[config.mk]
export PLATFORM = sky130hd
export DESIGN_NAME = asrc_host
export DESIGN_NICKNAME = d
export VERILOG_FILES = /design/src/include/asrc_pkg.sv /design/src/verilog/asrc_cycle_timer.sv /design/src/verilog/asrc_host.sv
export SDC_FILE = /design/constraint.sdc
export NUM_CORES = 1
export LEC_CHECK = 0
export ABC_AREA = 1
export BUFFER_PORTS_ARGS = -buffer_cell sky130_fd_sc_hd__buf_2
export CAP_MARGIN = 20
export CORE_AREA = 2 2 79 89
export CTS_CLUSTER_SIZE = 24
export DETAILED_ROUTE_END_ITERATION = 7
export DIE_AREA = 0 0 81 91
export GPL_TIMING_DRIVEN = 0
export PLACE_DENSITY = 0.76
export SETUP_SLACK_MARGIN = 0.1
export SYNTH_ARGS = -nofsm -noshare
export SYNTH_HDL_FRONTEND = slang
export SYNTH_SLANG_ARGS = --single-unit
export TNS_END_PERCENT = 20
[constraint.sdc]
create_clock -name ref_clk -period 2.3 [get_ports ref_clk]
set_input_delay 0.46 -clock ref_clk [delete_from_list [all_inputs] [get_ports ref_clk]]
set_output_delay 0.46 -clock ref_clk [all_outputs]
set_load 0.05 [all_outputs]
[src/include/asrc_pkg.sv]
// Contract
// RULE1: Memory floats all data lines in standby when either chip select is inactive.
// RULE2: Full-word read drives data lines 0 to 15.
// RULE3: Lower-lane read drives lines 0 to 7 only.
// RULE4: Upper-lane read drives lines 8 to 15 only.
// RULE5: Selected with output drive off, memory keeps data lines floating.
// RULE6: Write with both lanes stores lines 0 to 15.
// RULE7: Lower-lane write stores lines 0 to 7 only.
// RULE8: Upper-lane write stores lines 8 to 15 only.
// RULE9: Both lane enables high means deselected and floating.
// RULE10: Write window is the overlap of strobe, both selects and a lane.
// RULE11: Host activates all write controls to start; releasing one ends it.
// RULE12: Host holds write data around the edge that ends the window.
// RULE13: Memory floats data during writes with output drive off.
// RULE14: Simultaneous deselect with strobe high leaves outputs floating.
// RULE15: Host never drives data while the memory may still drive them.
// RULE16: Strobe pulse is at least data setup plus strobe-to-float delay.
// RULE17: Address-controlled read keeps device selected with drive and a lane.
// RULE18: Host keeps the write strobe high during every read.
// RULE19: Host presents the address no later than selects and lanes go active.
// RULE20: Write data set up at least 25 ns before the window ends.
// RULE21: Nineteen-bit word address; contents kept across non-write cycles.
package asrc_pkg;

  localparam int ADDR_W = 19;
  localparam int DATA_W = 16;
  localparam int CLK_PERIOD_NS = 20;

  // Timing figures in ns, faster grade
  localparam int T_RC_NS   = 45;
  localparam int T_AA_NS   = 45;
  localparam int T_DOE_NS  = 22;
  localparam int T_HZOE_NS = 18;
  localparam int T_HZWE_NS = 18;
  localparam int T_PWE_NS  = 35;
  localparam int T_SD_NS   = 25;
  localparam int T_AW_NS   = 35;
  localparam int T_WC_NS   = 45;

  // Least times round up to whole cycles
  localparam int RD_CYC    = (T_AA_NS + CLK_PERIOD_NS - 1) / CLK_PERIOD_NS;
  localparam int FLOAT_CYC = (T_HZOE_NS + CLK_PERIOD_NS - 1) / CLK_PERIOD_NS;
  localparam int WSTR_NS   = (T_PWE_NS > T_SD_NS + T_HZWE_NS) ? T_PWE_NS
                           : T_SD_NS + T_HZWE_NS;
  localparam int WR_CYC    = (WSTR_NS + CLK_PERIOD_NS - 1) / CLK_PERIOD_NS;
  localparam int SD_CYC    = (T_SD_NS + CLK_PERIOD_NS - 1) / CLK_PERIOD_NS;
  localparam int CNT_W     = 4;

  typedef enum logic [2:0] {
    ASRC_IDLE,
    ASRC_RD_WAIT,
    ASRC_WR_STROBE,
    ASRC_WR_END,
    ASRC_TURN
  } asrc_state_t;

endpackage : asrc_pkg

[src/verilog/asrc_cycle_timer.sv]
`timescale 1ns/1ns
// ----------------------------------------
// Down counter that times bus phases
// ----------------------------------------
module asrc_cycle_timer #(
  parameter int CNT_W = 4
) (
  // Clock and reset
  input  wire logic             ref_clk,
  input  wire logic             sys_rst,
  // Load and status
  input  wire logic             load,
  input  wire logic [CNT_W-1:0] load_val,
  output logic                  done
);

  logic [CNT_W-1:0] count;

  always_ff @(posedge ref_clk or posedge sys_rst) begin
    if (sys_rst) begin
      count <= '0;
    end else if (load) begin
      count <= load_val;
    end else if (count != '0) begin
      count <= count - 1'b1;
    end
  end

  // Done ignores load: the sequencer reloads on done, and gating here would close a loop
  assign done = (count == '0);

endmodule : asrc_cycle_timer

[src/verilog/asrc_host.sv]
`timescale 1ns/1ns
// ----------------------------------------
// Host controller for the asynchronous memory
// ----------------------------------------
module asrc_host #(
  parameter int RD_CYC    = asrc_pkg::RD_CYC,
  parameter int WR_CYC    = asrc_pkg::WR_CYC,
  parameter int FLOAT_CYC = asrc_pkg::FLOAT_CYC
) (
  // Clock and reset
  input  wire logic                        ref_clk,
  input  wire logic                        sys_rst,
  // User request
  input  wire logic                        req_valid,
  input  wire logic                        req_write,
  input  wire logic [asrc_pkg::ADDR_W-1:0] req_addr,
  input  wire logic [asrc_pkg::DATA_W-1:0] req_wdata,
  input  wire logic [1:0]                  req_lanes,
  output logic                             req_ready,
  // User answer
  output logic                             rd_valid,
  output logic [asrc_pkg::DATA_W-1:0]      rd_data,
  // Memory pins
  output logic [asrc_pkg::ADDR_W-1:0]      mem_addr,
  output logic                             chip_select_low_active_n,
  output logic                             chip_select_high_active,
  output logic                             write_strobe_n,
  output logic                             output_drive_n,
  output logic                             upper_byte_lane_n,
  output logic                             lower_byte_lane_n,
  input  wire logic [asrc_pkg::DATA_W-1:0] data_lines_in,
  output logic [asrc_pkg::DATA_W-1:0]      data_lines_out,
  output logic                             data_lines_oe
);

  asrc_pkg::asrc_state_t state;
  asrc_pkg::asrc_state_t next_state;
  logic                  is_write;
  logic [1:0]            lanes;
  logic                  tmr_load;
  logic [asrc_pkg::CNT_W-1:0] tmr_val;
  logic                  tmr_done;

  asrc_cycle_timer #(.CNT_W(asrc_pkg::CNT_W)) u_timer (
    .ref_clk  (ref_clk),
    .sys_rst  (sys_rst),
    .load     (tmr_load),
    .load_val (tmr_val),
    .done     (tmr_done)
  );

  // ----------------------------------------
  // Sequencing
  // ----------------------------------------
  always_comb begin
    next_state = state;
    tmr_load   = 1'b0;
    tmr_val    = '0;
    case (state)
      asrc_pkg::ASRC_IDLE: begin
        if (req_valid && req_lanes != 2'b00) begin
          tmr_load = 1'b1;
          if (req_write) begin
            next_state = asrc_pkg::ASRC_WR_STROBE;
            tmr_val    = asrc_pkg::CNT_W'(WR_CYC - 1); // RULE16
          end else begin
            next_state = asrc_pkg::ASRC_RD_WAIT;
            tmr_val    = asrc_pkg::CNT_W'(RD_CYC - 1);
          end
        end
      end
      asrc_pkg::ASRC_RD_WAIT: begin
        if (tmr_done) begin
          next_state = asrc_pkg::ASRC_TURN;
          tmr_load   = 1'b1;
          tmr_val    = asrc_pkg::CNT_W'(FLOAT_CYC - 1); // RULE15
        end
      end
      asrc_pkg::ASRC_WR_STROBE: begin
        if (tmr_done) begin
          next_state = asrc_pkg::ASRC_WR_END;
        end
      end
      asrc_pkg::ASRC_WR_END: begin
        next_state = asrc_pkg::ASRC_IDLE;
      end
      asrc_pkg::ASRC_TURN: begin
        if (tmr_done) begin
          next_state = asrc_pkg::ASRC_IDLE;
        end
      end
      default: begin
        next_state = asrc_pkg::ASRC_IDLE;
      end
    endcase
  end

  always_ff @(posedge ref_clk or posedge sys_rst) begin
    if (sys_rst) begin
      state <= asrc_pkg::ASRC_IDLE;
    end else begin
      state <= next_state;
    end
  end

  // ----------------------------------------
  // Request capture; address held for the whole cycle
  // ----------------------------------------
  always_ff @(posedge ref_clk or posedge sys_rst) begin
    if (sys_rst) begin
      mem_addr       <= '0;
      data_lines_out <= '0;
      is_write       <= 1'b0;
      lanes          <= 2'b00;
    end else if (state == asrc_pkg::ASRC_IDLE && next_state != asrc_pkg::ASRC_IDLE) begin
      mem_addr       <= req_addr; // RULE19 RULE21
      data_lines_out <= req_wdata; // RULE20
      is_write       <= req_write;
      lanes          <= req_lanes;
    end
  end

  always_ff @(posedge ref_clk or posedge sys_rst) begin
    if (sys_rst) begin
      req_ready <= 1'b0;
    end else begin
      req_ready <= (next_state == asrc_pkg::ASRC_IDLE);
    end
  end

  // ----------------------------------------
  // Control pins; all controls go active on the same edge that sets the address; the write strobe releases a cycle before the selects
  // ----------------------------------------
  always_ff @(posedge ref_clk or posedge sys_rst) begin
    if (sys_rst) begin
      chip_select_low_active_n <= 1'b1;
      chip_select_high_active  <= 1'b0;
      upper_byte_lane_n        <= 1'b1;
      lower_byte_lane_n        <= 1'b1;
      write_strobe_n           <= 1'b1;
      output_drive_n           <= 1'b1;
    end else begin
      case (next_state)
        asrc_pkg::ASRC_RD_WAIT: begin
          chip_select_low_active_n <= 1'b0; // RULE17
          chip_select_high_active  <= 1'b1;
          upper_byte_lane_n        <= (state == asrc_pkg::ASRC_IDLE) ? !req_lanes[1] : !lanes[1];
          lower_byte_lane_n        <= (state == asrc_pkg::ASRC_IDLE) ? !req_lanes[0] : !lanes[0];
          write_strobe_n           <= 1'b1; // RULE18
          output_drive_n           <= 1'b0;
        end
        asrc_pkg::ASRC_WR_STROBE: begin
          // Output drive stays off so the memory never fights the host
          chip_select_low_active_n <= 1'b0; // RULE11
          chip_select_high_active  <= 1'b1;
          upper_byte_lane_n        <= (state == asrc_pkg::ASRC_IDLE) ? !req_lanes[1] : !lanes[1];
          lower_byte_lane_n        <= (state == asrc_pkg::ASRC_IDLE) ? !req_lanes[0] : !lanes[0];
          write_strobe_n           <= 1'b0;
          output_drive_n           <= 1'b1; // RULE13
        end
        asrc_pkg::ASRC_WR_END: begin
          // Strobe ends the window; selects stay one more cycle for data hold
          write_strobe_n <= 1'b1; // RULE12
        end
        default: begin
          chip_select_low_active_n <= 1'b1;
          chip_select_high_active  <= 1'b0;
          upper_byte_lane_n        <= 1'b1;
          lower_byte_lane_n        <= 1'b1;
          write_strobe_n           <= 1'b1;
          output_drive_n           <= 1'b1;
        end
      endcase
    end
  end

  // Data drive spans the strobe and one hold cycle after it rises
  always_ff @(posedge ref_clk or posedge sys_rst) begin
    if (sys_rst) begin
      data_lines_oe <= 1'b0;
    end else begin
      data_lines_oe <= (next_state == asrc_pkg::ASRC_WR_STROBE) ||
                       (next_state == asrc_pkg::ASRC_WR_END); // RULE15 RULE12
    end
  end

  // ----------------------------------------
  // Read capture; unread lanes return zero
  // ----------------------------------------
  always_ff @(posedge ref_clk or posedge sys_rst) begin
    if (sys_rst) begin
      rd_valid <= 1'b0;
      rd_data  <= '0;
    end else begin
      rd_valid <= 1'b0;
      if (state == asrc_pkg::ASRC_RD_WAIT && tmr_done) begin
        rd_valid <= 1'b1;
        rd_data  <= {lanes[1] ? data_lines_in[15:8] : 8'h00,
                     lanes[0] ? data_lines_in[7:0]  : 8'h00}; // RULE3 RULE4
      end
    end
  end

endmodule : asrc_host
==> flow_metrics.tcl <==
set metrics [dict create \
    status "finished, final reports clean" \
    synth.lib_cells_used.distinct 27 \
    io_pins 117 \
    htree_num_levels 3 \
    critPathMaxStageDelay_ns 0.54 \
    antenna-diode-count 0 \
    cellLeakagePower_uw 0.00214 \
    holdWs_ns 0.293 \
    grtUsageMet2_pct 31.1 \
    post-cts-setup-buffers 0 \
    postCtsResizedCells 0 \
    power.density_cell_area_nw_per_um2 1780 \
    cts_sinks 69 \
    initialDrtViolationCount 104 \
    vias_per_cell 4.63 \
    holdBufCountCts 0 \
    wire_per_inst_um 12.2 \
    drt-pass1-iter-count 5 \
    synthesis.area_per_instance_um2 9.49 \
    via_count 2430 \
    global_route.usage.met1_pct 23.5 \
    timing.critical_path.slowest_stage_cell "sky130_fd_sc_hd__dfstp_2" \
    clock_tree_from_tritoncts "yes" \
    groute.layer.met3.usage_pct 4.37 \
    max_clock_freq_ghz 0.630 \
    worstPathRequired_ns 1.84 \
    terminus_of_the_critical_flop_to_flop_path "rd_data[7]" \
    final_net_count 497 \
    critPathArrivalTime_ns 1.13 \
    pin_slew_with_the_least_headroom_to_its_limit_ns 0.827 \
    drt_drc_violations_left 0 \
    placement.io_buffers 116 \
    stdcell_count 525 \
    crit_type "flop to output pin" \
    grt.busiest_layer "met2" \
    worstPathCellList "buf_2" \
    clockRootBuffer "sky130_fd_sc_hd__clkbuf_8" \
    synthesis.yosys.warnings 0 \
    post_synthesis_instance_total 311 \
    layout.filler_cells 587 \
    worst_slew_margin_rel_pct 44.9 \
    fin_crit_sh_pct 69.0 \
    initial_utilization_pct 45.8 \
    rsz0062_at_grt "false" \
    die_height_um 91 \
    startpoint_type "flop" \
    grt_pass1_wl_um 10800 \
    timing.reg2reg.worst_path_depth 8 \
    fin_worst_skew_ns 0.00972 \
    synth-seq-cells 69 \
    total_routed_wirelength_um 6410 \
    die_w_um 81 \
    grt_start_max_net_pins 70 \
    vdd_drop_max_mv 0.881 \
    fin_util_pct 59.5 \
    finalSetupViolations 0 \
    mostFrequentLayoutCell "sky130_fd_sc_hd__nand2_1" \
    grt.overflow.total 0 \
    detailedPlacementHpwl_um 4600 \
    final_layout_size_suffix_gt1_share_pct 45.1 \
    areaGrowthSynthToFinish_pct 29.8 \
    critPathCaptureType "output pin" \
    grt_pass1_vias 2377 \
    grt_use_total_pct 18.9 \
    clock_transition_time_at_the_flip_flop_clock_pins_of_the_worst_setup_and_hold_paths_ns 0.07 \
    slew_viol_final 0 \
    finalHoldViolations 0 \
    syn_nets 370 \
    worstPathMaxFanout 2 \
    worst_hold_path_type "input pin to async pin" \
    worst_skew_late_latency_ns 0.33 \
    globalplace.congestion 0.760 \
    critPathBufInv 1 \
    place_inst 509 \
    timing.setup.tns_ns 0 \
    initial_antenna_violation_count 0 \
    clockBufferDepth 2 \
    mostFrequentLayoutCells "sky130_fd_sc_hd__nand2_1, sky130_fd_sc_hd__buf_2, sky130_fd_sc_hd__dfrtp_1" \
    die_area_um2 7370 \
    critPathTopFamily "flip-flops" \
    mappedNetlistArea_um2 2950 \
    rows 31 \
    setup.reg_to_reg.worst_slack_ns 0.75 \
    cap_violations 0 \
    rr_startpoint "u_timer.count[0]" \
    period_minus_slack_ns 1.59 \
    cts_buffer_count 9 \
    core_region_area_um2 6440 \
    final_antenna_net_count 0 \
    seq_area_frac_synth_pct 58.7 \
]
worst max-delay path by stage:
stage,startpoint,endpoint,slack [ns],cells past startpoint
2_1_floorplan,sys_rst,chip_select_high_active,0.11,1
3_3_place_gp,sys_rst,u_timer.count[2],-0.74,2
3_5_place_dp,u_timer.count[0],rd_data[3],0.77,8
4_1_cts,upper_byte_lane_n,upper_byte_lane_n,0.69,1
5_1_grt,u_timer.count[0],req_ready,0.65,10
6_report,upper_byte_lane_n,upper_byte_lane_n,0.71,1
cells in the mapped netlist, drive strengths merged:
cell type / count / area (um2)
nor4: 1 / 12.5
a21oi: 1 / 5.00
xor2: 1 / 8.76
ha: 2 / 25.0
nand2: 166 / 676
dfrtp: 64 / 1600
dfstp: 5 / 131
clkbuf: 2 / 7.51
nor2: 10 / 72.6
buf: 11 / 97.6
nand3: 8 / 50.1
o21bai: 2 / 22.5
o21ai: 21 / 165
nor3: 2 / 15.0
xnor2: 1 / 8.76
inv: 14 / 52.6
flip-flops by register name, indices dropped and copies added (netlist names):
signal                    flops
state                         3
lanes                         2
data_lines_out               16
req_ready                     1
rd_data                      16
upper_byte_lane_n             1
write_strobe_n                1
chip_select_high_active       1
rd_valid                      1
data_lines_oe                 1
lower_byte_lane_n             1
chip_select_low_active_n      1
u_timer.count                 4
mem_addr                     19
output_drive_n                1
report_power, final:
group | switching [uW] | internal, uW
Clock | 428 | 528
Combinational | 2820 | 928
Sequential | 302 | 1800
cell families after synthesis:
| kind of cell | after synthesis | synth area share [%] |
|---|---|---|
| buffers and inverters | 27 | 5.34 |
| adders and majority gates | 2 | 0.848 |
| DFF | 69 | 58.7 |
| and+or+nand+nor | 187 | 28.0 |
| AOI/OAI and AO/OA | 24 | 6.53 |
| xor gates and xnor gates | 2 | 0.594 |
area by class of cell:
| cell class | count | area [um2] | area share [%] |
|---|---|---|---|
| Sequential cell | 69 | 1730 | 45.2 |
| Multi-Input combinational cell | 215 | 1060 | 27.7 |
| Timing Repair Buffer | 116 | 581 | 15.2 |
| Clock buffer | 12 | 145 | 3.79 |
| Buffer | 13 | 105 | 2.74 |
| Tap cell | 82 | 103 | 2.68 |
| Inverter | 14 | 55.1 | 1.44 |
| Clock inverter | 4 | 47.5 | 1.24 |
per-stage QoR:
stage	setup WS [ns]	area [um2]	total power, uW
after global routing	0.649	3830	7230
after detailed placement	0.767	3640	5890
after floorplan	0.108	2950	5050
final	0.713	3830	6800
after CTS	0.694	3830	6870
after global placement	-0.739	3630	5810
layer usage:
metal | up-vias | wire length, um | share of wire (%)
li1 | 1208 | - | -
met1 | 1129 | 2710 | 42
met2 | 79 | 3160 | 49
met3 | 14 | 392 | 6.1
met4 | 0 | 147 | 2.3
met5 | - | 0 | 0
worst register-to-register path, cell delays in order (launching register included):
cell	delay, ns
sky130_fd_sc_hd__dfrtp_1	0.36
sky130_fd_sc_hd__inv_1	0.15
sky130_fd_sc_hd__ha_1	0.19
sky130_fd_sc_hd__nand2_2	0.07
sky130_fd_sc_hd__nor2_4	0.17
sky130_fd_sc_hd__nand2_2	0.18
sky130_fd_sc_hd__buf_6	0.21
sky130_fd_sc_hd__nand2_2	0.07
sky130_fd_sc_hd__o21ai_2	0.05
Power figures use the tool's default switching activity.
